--- src/pcg_pkg.sv ---
package pcg_pkg;
  localparam logic [31:0] SYSCTL_BASE        = 32'h400fe000;
  // Register byte offsets within the system-control space.
  localparam logic [11:0] OFF_RUN_ONE        = 12'h104;
  localparam logic [11:0] OFF_DEEP_ZERO      = 12'h120;
  localparam logic [11:0] OFF_SLEEP_ZERO     = 12'h110;
  localparam logic [11:0] OFF_SLEEP_ONE      = 12'h114;
  localparam logic [11:0] OFF_RUN_ZERO       = 12'h100;
  localparam logic [11:0] OFF_DEEP_ONE       = 12'h124;
  localparam logic [11:0] OFF_AUTO_CTRL      = 12'h180;
  localparam logic [11:0] OFF_IRQ_STATUS     = 12'h184;
  localparam logic [11:0] OFF_IRQ_CLEAR      = 12'h188;
  localparam logic [11:0] OFF_IRQ_ENABLE     = 12'h18c;
  // Implemented bits of each gating layout.
  localparam logic [31:0] MASK_GROUP_ONE     = 32'h00071013;
  localparam logic [31:0] MASK_GROUP_ZERO    = 32'h00010008;
  localparam logic [31:0] RST_RUN_ONE        = 32'h00000000;
  localparam logic [31:0] RST_DEEP_ZERO      = 32'h00000040;
  localparam logic [31:0] RST_SLEEP_ONE      = 32'h00000000;
  localparam logic [31:0] RST_SLEEP_ZERO     = 32'h00000000;
  localparam logic [31:0] RST_RUN_ZERO       = 32'h00000000;
  localparam logic [31:0] RST_DEEP_ONE       = 32'h00000000;
  // Bit positions in the group-one layout.
  localparam int BIT_SERIAL_A   = 0;
  localparam int BIT_SERIAL_B   = 1;
  localparam int BIT_SYNC       = 4;
  localparam int BIT_TWO_WIRE   = 12;
  localparam int BIT_CNT_A      = 16;
  localparam int BIT_CNT_B      = 17;
  localparam int BIT_CNT_C      = 18;
  // Bit positions in the group-zero layout, and the automatic-gating bit of the control register.
  localparam int BIT_WATCHDOG   = 3;
  localparam int BIT_CONVERTER  = 16;
  localparam int BIT_AUTO_GATE  = 0;
  // Interrupt status bits.
  localparam int IRQ_FAULT      = 0;
  localparam int IRQ_GATE_CHG   = 1;
  localparam int IRQ_W          = 2;
  localparam int NUM_PERIPH     = 8;
  localparam logic [1:0] RESP_OKAY   = 2'b00;
  localparam logic [1:0] RESP_SLVERR = 2'b10;
  typedef enum logic [1:0] {
    PCG_RUN,
    PCG_SLEEP,
    PCG_DEEP
  } pcg_power_t;
endpackage

--- src/pcg_gate_bit.sv ---
`timescale 1ns/100ps
`default_nettype none
// One peripheral's gate: picks the enable by power state and registers it.
module pcg_gate_bit (
  input  wire logic              clock,
  input  wire logic              reset,
  input  wire pcg_pkg::pcg_power_t power_state,
  input  wire logic              auto_gate,
  input  wire logic              run_en,
  input  wire logic              sleep_en,
  input  wire logic              deep_en,
  output logic                   gate_q
);
  logic gate_d;

  always_comb begin
    gate_d = run_en;
    if (auto_gate) begin
      case (power_state)
        pcg_pkg::PCG_SLEEP: gate_d = sleep_en;
        pcg_pkg::PCG_DEEP:  gate_d = deep_en;
        default:            gate_d = run_en;
      endcase
    end
  end

  always_ff @(posedge clock) begin
    if (reset) begin
      gate_q <= 1'b0;
    end else begin
      gate_q <= gate_d;
    end
  end
endmodule
`default_nettype wire

--- src/pcg_top.sv ---
// Contract
// - A set gating bit clocks its peripheral; a clear bit leaves it unclocked.
// - Bus access to an unclocked peripheral raises a bus fault instead.
// - All gating bits reset to zero unless individually noted otherwise.
// - Run, sleep or deep-sleep gating set chosen by current power state.
// - Sleep and deep-sleep sets apply only when automatic gating is selected.
// - Deep-sleep group-zero bit 16 gates the converter clock, read-write.
// - Deep-sleep group-zero bit 3 gates the watchdog clock, read-write.
// - Run group-one bits 18, 17, 16 gate timers 2, 1, 0.
// - Run group-one bit 12 gates the two-wire bus controller.
// - Run group-one bit 4 gates the synchronous serial interface.
// - Run group-one bits 1 and 0 gate serial ports two and one.
// - Deep-sleep group zero at 0x120, run group one at 0x104, base 0x400fe000.
`timescale 1ns/100ps
`default_nettype none
module pcg_top (
  input  wire logic        clock,
  input  wire logic        reset,
  // AXI4-Lite slave.
  input  wire logic [11:0] s_axi_awaddr,
  input  wire logic        s_axi_awvalid,
  output logic             s_axi_awready,
  input  wire logic [31:0] s_axi_wdata,
  input  wire logic [3:0]  s_axi_wstrb,
  input  wire logic        s_axi_wvalid,
  output logic             s_axi_wready,
  output logic [1:0]       s_axi_bresp,
  output logic             s_axi_bvalid,
  input  wire logic        s_axi_bready,
  input  wire logic [11:0] s_axi_araddr,
  input  wire logic        s_axi_arvalid,
  output logic             s_axi_arready,
  output logic [31:0]      s_axi_rdata,
  output logic [1:0]       s_axi_rresp,
  output logic             s_axi_rvalid,
  input  wire logic        s_axi_rready,
  // Power state from the power-mode controller.
  input  wire pcg_pkg::pcg_power_t power_state,
  // Peripheral side: one bit per peripheral, order serial_a, serial_b, sync,
  // two_wire, cnt_a, cnt_b, cnt_c, watchdog, converter (index 0..8).
  input  wire logic [8:0]  periph_access,
  output logic [8:0]       periph_clock_en,
  output logic [8:0]       periph_fault,
  output logic             irq
);
  localparam int NP = pcg_pkg::NUM_PERIPH + 1;

  logic [31:0] run_one_q, run_one_d, deep_zero_q, deep_zero_d;
  logic [31:0] sleep_one_q, sleep_one_d, sleep_zero_q, sleep_zero_d;
  logic [31:0] run_zero_q, run_zero_d, deep_one_q, deep_one_d;
  logic        auto_gate_q, auto_gate_d;
  logic [pcg_pkg::IRQ_W-1:0] irq_stat_q, irq_stat_d, irq_en_q, irq_en_d;
  logic        awready_q, awready_d, wready_q, wready_d, bvalid_q, bvalid_d;
  logic        aw_got_q, aw_got_d, w_got_q, w_got_d;
  logic [11:0] awaddr_q, awaddr_d;
  logic [31:0] wdata_q, wdata_d;
  logic [3:0]  wstrb_q, wstrb_d;
  logic [1:0]  bresp_q, bresp_d, rresp_q, rresp_d;
  logic        arready_q, arready_d, rvalid_q, rvalid_d;
  logic [31:0] rdata_q, rdata_d;
  logic [8:0]  fault_q, fault_d;
  logic        irq_q, irq_d;
  logic [NP-1:0] run_en, sleep_en, deep_en, gate_q;
  logic [NP-1:0] gate_prev_q;
  logic        do_write;
  logic [31:0] wmask;

  // Map register bits onto the per-peripheral enables.
  always_comb begin
    run_en  = {run_zero_q[pcg_pkg::BIT_CONVERTER], run_zero_q[pcg_pkg::BIT_WATCHDOG],
               run_one_q[pcg_pkg::BIT_CNT_C], run_one_q[pcg_pkg::BIT_CNT_B],
               run_one_q[pcg_pkg::BIT_CNT_A], run_one_q[pcg_pkg::BIT_TWO_WIRE],
               run_one_q[pcg_pkg::BIT_SYNC],
               run_one_q[pcg_pkg::BIT_SERIAL_B], run_one_q[pcg_pkg::BIT_SERIAL_A]};
    sleep_en = {sleep_zero_q[pcg_pkg::BIT_CONVERTER], sleep_zero_q[pcg_pkg::BIT_WATCHDOG],
                sleep_one_q[pcg_pkg::BIT_CNT_C], sleep_one_q[pcg_pkg::BIT_CNT_B],
                sleep_one_q[pcg_pkg::BIT_CNT_A], sleep_one_q[pcg_pkg::BIT_TWO_WIRE],
                sleep_one_q[pcg_pkg::BIT_SYNC],
                sleep_one_q[pcg_pkg::BIT_SERIAL_B], sleep_one_q[pcg_pkg::BIT_SERIAL_A]};
    deep_en = {deep_zero_q[pcg_pkg::BIT_CONVERTER],
               deep_zero_q[pcg_pkg::BIT_WATCHDOG],
               deep_one_q[pcg_pkg::BIT_CNT_C], deep_one_q[pcg_pkg::BIT_CNT_B],
               deep_one_q[pcg_pkg::BIT_CNT_A], deep_one_q[pcg_pkg::BIT_TWO_WIRE],
               deep_one_q[pcg_pkg::BIT_SYNC],
               deep_one_q[pcg_pkg::BIT_SERIAL_B], deep_one_q[pcg_pkg::BIT_SERIAL_A]};
  end

  genvar gi;
  generate
    for (gi = 0; gi < NP; gi++) begin : g_gate
      pcg_gate_bit u_gate (
        .clock       (clock),
        .reset       (reset),
        .power_state (power_state),
        .auto_gate   (auto_gate_q),
        .run_en      (run_en[gi]),
        .sleep_en    (sleep_en[gi]),
        .deep_en     (deep_en[gi]),
        .gate_q      (gate_q[gi])
      );
    end
  endgenerate

  // Write channel: address and data are accepted in either order.
  always_comb begin
    for (int i = 0; i < 32; i++) begin
      wmask[i] = wstrb_q[i/8];
    end
    awready_d = awready_q;
    wready_d  = wready_q;
    aw_got_d  = aw_got_q;
    w_got_d   = w_got_q;
    awaddr_d  = awaddr_q;
    wdata_d   = wdata_q;
    wstrb_d   = wstrb_q;
    bvalid_d  = bvalid_q;
    bresp_d   = bresp_q;
    do_write  = 1'b0;
    if (s_axi_awvalid && awready_q) begin
      awaddr_d  = s_axi_awaddr;
      aw_got_d  = 1'b1;
      awready_d = 1'b0;
    end
    if (s_axi_wvalid && wready_q) begin
      wdata_d  = s_axi_wdata;
      wstrb_d  = s_axi_wstrb;
      w_got_d  = 1'b1;
      wready_d = 1'b0;
    end
    if (aw_got_q && w_got_q && !bvalid_q) begin
      do_write = 1'b1;
      bvalid_d = 1'b1;
      bresp_d  = pcg_pkg::RESP_OKAY;
      aw_got_d = 1'b0;
      w_got_d  = 1'b0;
    end
    if (bvalid_q && s_axi_bready) begin
      bvalid_d  = 1'b0;
      awready_d = 1'b1;
      wready_d  = 1'b1;
    end
  end

  // Register updates; unimplemented bits are masked so they stay zero.
  always_comb begin
    run_one_d    = run_one_q;
    deep_zero_d  = deep_zero_q;
    sleep_one_d  = sleep_one_q;
    sleep_zero_d = sleep_zero_q;
    run_zero_d   = run_zero_q;
    deep_one_d   = deep_one_q;
    auto_gate_d  = auto_gate_q;
    irq_en_d     = irq_en_q;
    irq_stat_d   = irq_stat_q;
    if (do_write) begin
      if (awaddr_q == pcg_pkg::OFF_RUN_ONE) begin
        run_one_d = ((run_one_q & ~wmask) | (wdata_q & wmask))
                    & pcg_pkg::MASK_GROUP_ONE;
      end else if (awaddr_q == pcg_pkg::OFF_DEEP_ZERO) begin
        deep_zero_d = ((deep_zero_q & ~wmask) | (wdata_q & wmask))
                      & pcg_pkg::MASK_GROUP_ZERO;
      end else if (awaddr_q == pcg_pkg::OFF_SLEEP_ONE) begin
        sleep_one_d = ((sleep_one_q & ~wmask) | (wdata_q & wmask)) & pcg_pkg::MASK_GROUP_ONE;
      end else if (awaddr_q == pcg_pkg::OFF_SLEEP_ZERO) begin
        sleep_zero_d = ((sleep_zero_q & ~wmask) | (wdata_q & wmask)) & pcg_pkg::MASK_GROUP_ZERO;
      end else if (awaddr_q == pcg_pkg::OFF_RUN_ZERO) begin
        run_zero_d = ((run_zero_q & ~wmask) | (wdata_q & wmask)) & pcg_pkg::MASK_GROUP_ZERO;
      end else if (awaddr_q == pcg_pkg::OFF_DEEP_ONE) begin
        deep_one_d = ((deep_one_q & ~wmask) | (wdata_q & wmask)) & pcg_pkg::MASK_GROUP_ONE;
      end else if (awaddr_q == pcg_pkg::OFF_AUTO_CTRL) begin
        if (wstrb_q[0]) begin
          auto_gate_d = wdata_q[pcg_pkg::BIT_AUTO_GATE];
        end
      end else if (awaddr_q == pcg_pkg::OFF_IRQ_CLEAR) begin
        if (wstrb_q[0]) begin
          irq_stat_d = irq_stat_q & ~wdata_q[pcg_pkg::IRQ_W-1:0];
        end
      end else if (awaddr_q == pcg_pkg::OFF_IRQ_ENABLE) begin
        if (wstrb_q[0]) begin
          irq_en_d = wdata_q[pcg_pkg::IRQ_W-1:0];
        end
      end
    end
    // Events are applied after the clear so a simultaneous event is kept.
    if (|(periph_access & ~gate_q)) begin
      irq_stat_d[pcg_pkg::IRQ_FAULT] = 1'b1;
    end
    if (gate_q != gate_prev_q) begin
      irq_stat_d[pcg_pkg::IRQ_GATE_CHG] = 1'b1;
    end
  end

  // Read channel; unmapped reads return zero with OKAY.
  always_comb begin
    arready_d = arready_q;
    rvalid_d  = rvalid_q;
    rdata_d   = rdata_q;
    rresp_d   = rresp_q;
    if (s_axi_arvalid && arready_q) begin
      arready_d = 1'b0;
      rvalid_d  = 1'b1;
      rresp_d   = pcg_pkg::RESP_OKAY;
      if (s_axi_araddr == pcg_pkg::OFF_RUN_ONE) begin
        rdata_d = run_one_q;
      end else if (s_axi_araddr == pcg_pkg::OFF_DEEP_ZERO) begin
        rdata_d = deep_zero_q;
      end else if (s_axi_araddr == pcg_pkg::OFF_SLEEP_ONE) begin
        rdata_d = sleep_one_q;
      end else if (s_axi_araddr == pcg_pkg::OFF_SLEEP_ZERO) begin
        rdata_d = sleep_zero_q;
      end else if (s_axi_araddr == pcg_pkg::OFF_RUN_ZERO) begin
        rdata_d = run_zero_q;
      end else if (s_axi_araddr == pcg_pkg::OFF_DEEP_ONE) begin
        rdata_d = deep_one_q;
      end else if (s_axi_araddr == pcg_pkg::OFF_AUTO_CTRL) begin
        rdata_d = {31'h0, auto_gate_q};
      end else if (s_axi_araddr == pcg_pkg::OFF_IRQ_STATUS) begin
        rdata_d = {30'h0, irq_stat_q};
      end else if (s_axi_araddr == pcg_pkg::OFF_IRQ_ENABLE) begin
        rdata_d = {30'h0, irq_en_q};
      end else begin
        rdata_d = 32'h0;
      end
    end else if (rvalid_q && s_axi_rready) begin
      rvalid_d  = 1'b0;
      arready_d = 1'b1;
    end
    fault_d = periph_access & ~gate_q;
    irq_d   = |(irq_stat_d & irq_en_d);
  end

  always_ff @(posedge clock) begin
    if (reset) begin
      run_one_q    <= pcg_pkg::RST_RUN_ONE;
      // The documented deep-sleep reset value sets only a reserved bit,
      // which reads back as zero, so the implemented image is masked.
      deep_zero_q  <= pcg_pkg::RST_DEEP_ZERO & pcg_pkg::MASK_GROUP_ZERO;
      sleep_one_q  <= pcg_pkg::RST_SLEEP_ONE;
      sleep_zero_q <= pcg_pkg::RST_SLEEP_ZERO;
      run_zero_q   <= pcg_pkg::RST_RUN_ZERO;
      deep_one_q   <= pcg_pkg::RST_DEEP_ONE;
      auto_gate_q  <= 1'b0;
      irq_stat_q   <= '0;
      irq_en_q     <= '0;
      awready_q    <= 1'b1;
      wready_q     <= 1'b1;
      aw_got_q     <= 1'b0;
      w_got_q      <= 1'b0;
      awaddr_q     <= 12'h0;
      wdata_q      <= 32'h0;
      wstrb_q      <= 4'h0;
      bvalid_q     <= 1'b0;
      bresp_q      <= 2'b00;
      arready_q    <= 1'b1;
      rvalid_q     <= 1'b0;
      rdata_q      <= 32'h0;
      rresp_q      <= 2'b00;
      fault_q      <= 9'h0;
      irq_q        <= 1'b0;
      gate_prev_q  <= '0;
    end else begin
      run_one_q    <= run_one_d;
      deep_zero_q  <= deep_zero_d;
      sleep_one_q  <= sleep_one_d;
      sleep_zero_q <= sleep_zero_d;
      run_zero_q   <= run_zero_d;
      deep_one_q   <= deep_one_d;
      auto_gate_q  <= auto_gate_d;
      irq_stat_q   <= irq_stat_d;
      irq_en_q     <= irq_en_d;
      awready_q    <= awready_d;
      wready_q     <= wready_d;
      aw_got_q     <= aw_got_d;
      w_got_q      <= w_got_d;
      awaddr_q     <= awaddr_d;
      wdata_q      <= wdata_d;
      wstrb_q      <= wstrb_d;
      bvalid_q     <= bvalid_d;
      bresp_q      <= bresp_d;
      arready_q    <= arready_d;
      rvalid_q     <= rvalid_d;
      rdata_q      <= rdata_d;
      rresp_q      <= rresp_d;
      fault_q      <= fault_d;
      irq_q        <= irq_d;
      gate_prev_q  <= gate_q;
    end
  end

  assign s_axi_awready   = awready_q;
  assign s_axi_wready    = wready_q;
  assign s_axi_bvalid    = bvalid_q;
  assign s_axi_bresp     = bresp_q;
  assign s_axi_arready   = arready_q;
  assign s_axi_rvalid    = rvalid_q;
  assign s_axi_rdata     = rdata_q;
  assign s_axi_rresp     = rresp_q;
  assign periph_clock_en = gate_q;
  assign periph_fault    = fault_q;
  assign irq             = irq_q;
endmodule
`default_nettype wire

--- config.mk ---
export PLATFORM = sky130hd
export DESIGN_NAME = pcg_top
export DESIGN_NICKNAME = d
export VERILOG_FILES = /design/src/pcg_pkg.sv /design/src/pcg_gate_bit.sv /design/src/pcg_top.sv
export SDC_FILE = /design/constraint.sdc
export NUM_CORES = 1
export LEC_CHECK = 0
export ABC_AREA = 1
export BUFFER_PORTS_ARGS = -buffer_cell sky130_fd_sc_hd__buf_2
export CAP_MARGIN = 20
export CORE_MARGIN = 2
export CORE_UTILIZATION = 53
export CTS_CLUSTER_SIZE = 40
export DETAILED_ROUTE_END_ITERATION = 8
export PLACE_DENSITY = 0.92
export SLEW_MARGIN = 10
export SYNTH_ARGS = -nofsm -noshare
export SYNTH_HDL_FRONTEND = slang
export SYNTH_HIERARCHICAL = 1
export SYNTH_SLANG_ARGS = --single-unit
--- constraint.sdc ---
create_clock -name clock -period 1.93 [get_ports clock]
set_clock_uncertainty 0.15 [all_clocks]
set_input_delay 0.193 -clock clock [delete_from_list [all_inputs] [get_ports clock]]
set_output_delay 0.193 -clock clock [all_outputs]
set_load 0.05 [all_outputs]
# == After elaboration in Yosys (flattened, before gate mapping) ==
# Index checks and enable logic that the tools add are counted.
# totals
register_bits,133
input_bits,78
wordCells,153
out_inout_bits,60
# op_classes
eq_ne,21
muxes,55
bitwise_logic,25
n_reduce_logical,20
# ops
cell,count
$eq 12x9->1 const B,18
$mux 19,6
$and 19x19->19,4
$or 19x19->19,3
$and 17x17->17,3
$or 17x17->17,3
$mux 2,24
$not 19->19,1
$pmux 1 s2,9
$mux 1,16
$and 9x9->9,1
$ne 9x9->1,1
$not 9->9,1
$reduce_and 9->1,1
$reduce_or 9->1,1
$logic_and 1x1->1,7
$reduce_and 7->1,1
$not 1->1,6
$reduce_and 6->1,1
$reduce_or 2->1,3
$reduce_and 5->1,1
$and 2x2->2,2
$reduce_and 4->1,1
$reduce_and 3->1,1
6 further kinds,6

# == Depth between registers and ports, before layout ==
# depth
word_depth,15
ltp_mapped,12

# == Modules after synthesis ==
# The synthesis kept the hierarchy.
# by_module_without_submodules
mod,instances,cells_each,seq_area_each_um2,area_each_um2
pcg_top,1,594,1781.7,4177.8
pcg_gate_bit,9,17,20.0,98.8

# == Least setup slack after synthesis ==
# OpenSTA, ideal clock, no wires.
# synth_path
kind,register to register
from,reg bvalid_q (netlist: s_axi_bvalid)
to,reg with a tool-made name
t_required_ps,1716
arrival_time_ps,1446
period_less_slack_ps,1660
stages_incl_launch_ff,9
n_path_buf,1
path_slack_ps,270
cell_sequence,dfxtp_1 nor3_4 buf_4 nand2_2 nor2_1 nand3_1 nand2_1 inv_1 nor2_1
# synth_lines
element,line_no,rtl
start: declaration,pcg_top.sv:53,"logic awready_q, awready_d, wready_q, wready_d, bvalid_q, bvalid_d;"
start signal: assignment,pcg_top.sv:278,bvalid_q <= bvalid_d;

==> qor.yml <==
routing:
  drt_first_pass_iters: 5
  wirelength_um: 12700
  routedWlPerCell_um: 12.7
  drt-initial-drc-count: 294
  drc: 0
  vias: 4979
  via_per_inst: 4.96
  final_antenna_net_count: 0
layout:
  antenna_cells: 0
  nets: 965
  mostFrequentLayoutCells: "164 x nand2_1, 126 x inv_1, 98 x dfxtp_1"
  final_common_cell: "nand2_1"
  drive_gt1_share_pct: 15.0
  final_cells: 1003
  fillers: 767
  syn_to_final_growth_pct: 19.9
cts:
  path_clk_slew_ps: 100
  cts_tree: "yes"
  cts.path.max_buffers: 2
  cts_root_buf: "clkbuf_8"
  cts.sinks: 98
  worst_skew_pair.late_latency_ps: 370
  post_cts_buffers: 0
  numCtsBuffers: 9
  h-tree-depth: 3
synth:
  yosys_warnings: 6
  synth_area_leader_cell: "dfxtp_1"
  synth_top_area_share_pct: 38.7
  syn_area_sq_um: 5070
  ys_types: 38
  async_flop_share_pct: 0
  syn_area_per_cell_sq_um: 6.78
  synth_cells: 747
  synth-seq-cells: 98
  yosysSeqAreaShare_pct: 38.7
  synthTopCellsByArea: "dfxtp_1 39%, nand2_1 12%, inv_1 9.3%"
  synth_edf_count: 0
  synth_top_flop_cell: "dfxtp_1"
sta:
  worst_pin_slew_ps: 614
  max_freq_mhz: 548
  fin_ws_ps: 106
  hold_violations: 0
  maxSlewHeadroom_pct: 59.0
  timing.final.crit_share_pct: 94.5
  min_period_ps: 1820
  finalMaxSlewViolations: 0
  setup_viol: 0
worst_setup_path:
  critical_path_arrival_ps: 1960
  start_kind: "flip-flop"
  cp_max_fo: 11
  critPathCaptureType: "flip-flop"
  crit_type: "flip-flop to flip-flop"
  cp_data_required_time_ps: 2070
grt:
  grt_use_total_pct: 25.5
  use_met1_pct: 30.9
  use_met2_pct: 45.2
  grt.busiest_layer: "met2"
  antenna_found_initial: 0
  grt_first_pass_wirelength_um: 21000
  grt_pass1_vias: 4693
  grt_max_degree: 43
  gr-total-overflow: 0
  grtUsageMet3_pct: 3.73
die:
  ios: 138
  start_util_pct: 54.8
  die_area_sq_um: 10400
  rows: 35
  core_area_sq_um: 9240
  die_h_um: 102
  dieWidth_um: 102
outcome:
  status: "finished, final reports clean"
power:
  p_leak_nw: 3.00
  peakVddDrop_mv: 0.541
  p_per_area_nw_per_um2: 673
flow_run:
  cap_violations: 0
placed_design:
  dp_hpwl_um: 8660
  pre_cts_ws_ps: 250
  place_congestion: 0.873
  placed_cells: 953
  port_buffers: 84
min_path:
  hold_class: "input port to flip-flop"
## logic make-up after synthesis
logic type	count (synthesis)	share of synthesized area [%]
AOI/OAI and AO/OA	113	11.6
xor gates and xnor gates	7	1.21
adders and majority gates	18	4.44
buffers and inverters	175	15.3
DFF	98	38.7
muxes	1	0.198
other	1	0.0740
and+or+nand+nor	334	28.5
## final timing paths
path	start	end	slack, ps	depth (start not counted)
max	awaddr_q[9]$_SDFFE_PP0P_	flip-flop	110	8
min	s_axi_wdata[1]	wdata_q[1]$_SDFFE_PP0P_	20	3
max reg2reg	awaddr_q[9]$_SDFFE_PP0P_	flip-flop	110	8
min reg2reg	awaddr_q[11]$_SDFFE_PP0P_	awaddr_q[11]$_SDFFE_PP0P_	320	2
## cell type report
| cell class | instances | area, sq um | area share [%] |
|---|---|---|---|
| multi-input combinational | 501 | 2440 | 40.1 |
| sequential | 98 | 1960 | 32.3 |
| tap | 129 | 161 | 2.66 |
| inverter | 130 | 489 | 8.05 |
| clock buffer | 10 | 128 | 2.10 |
| clock inverter | 6 | 55.1 | 0.906 |
| timing repair buffer | 129 | 843 | 13.9 |
## synth_stat cells, types with 2 or more instances
cell type and number:
nor4_1 2, nand2_2 3, nand2_1 164, o21ai_0 42, a21oi_1 59, dfxtp_1 98
clkbuf_1 14, nand4_1 6, nor2_2 6, nor2_1 86, inv_2 3, inv_1 126
nand3_1 49, xor2_1 4, ha_1 18, a31oi_1 4, buf_4 29, nor3_4 2
nor3_1 8, nor2_4 2, a211oi_1 3, xnor2_1 3
## stage by stage
step	hold slack (ps)	utilization, %	TNS (ps)	instance area (sq um)	total power, mW
detailed placement	294	60.0	0	5550	2.85
global placement	287	60.0	0	5550	2.83
global route	25.9	65.7	-26.1	6070	4.26
floorplan	177	-	0	5170	2.72
CTS	7.18	65.7	0	6070	4.08
finish	15.1	65.7	0	6070	4.09
## where the power goes
| group | switching [mW] | total (mW) | leakage, nW | internal [mW] |
|---|---|---|---|---|
| Sequential | 0.0575 | 2.15 | 0.800 | 2.10 |
| Combinational | 0.510 | 0.720 | 2.12 | 0.210 |
| Clock | 0.730 | 1.21 | 0.0892 | 0.484 |
## critical path, cell delays in order (launching register included)
cell,delay (ps)
dfxtp_1,330
inv_1,70
nand2_1,80
nor2_2,140
buf_4,200
nand3_4,130
nor2_1,290
o21ai_0,180
a21oi_1,170
## layer usage
metal	wire length, um	part of all wire (%)
met2	6250	49
met5	0	0
met3	798	6.3
met1	5340	42
met4	318	2.5
## repair_timing
item / CTS / global route
endpoints found under the hold margin: 36 / 0
endpoints found under the setup margin: 0 / 2
hold buffers: 34 / 0
resized for setup: 0 / 1
Note: power is estimated with default switching activity, not from simulation.
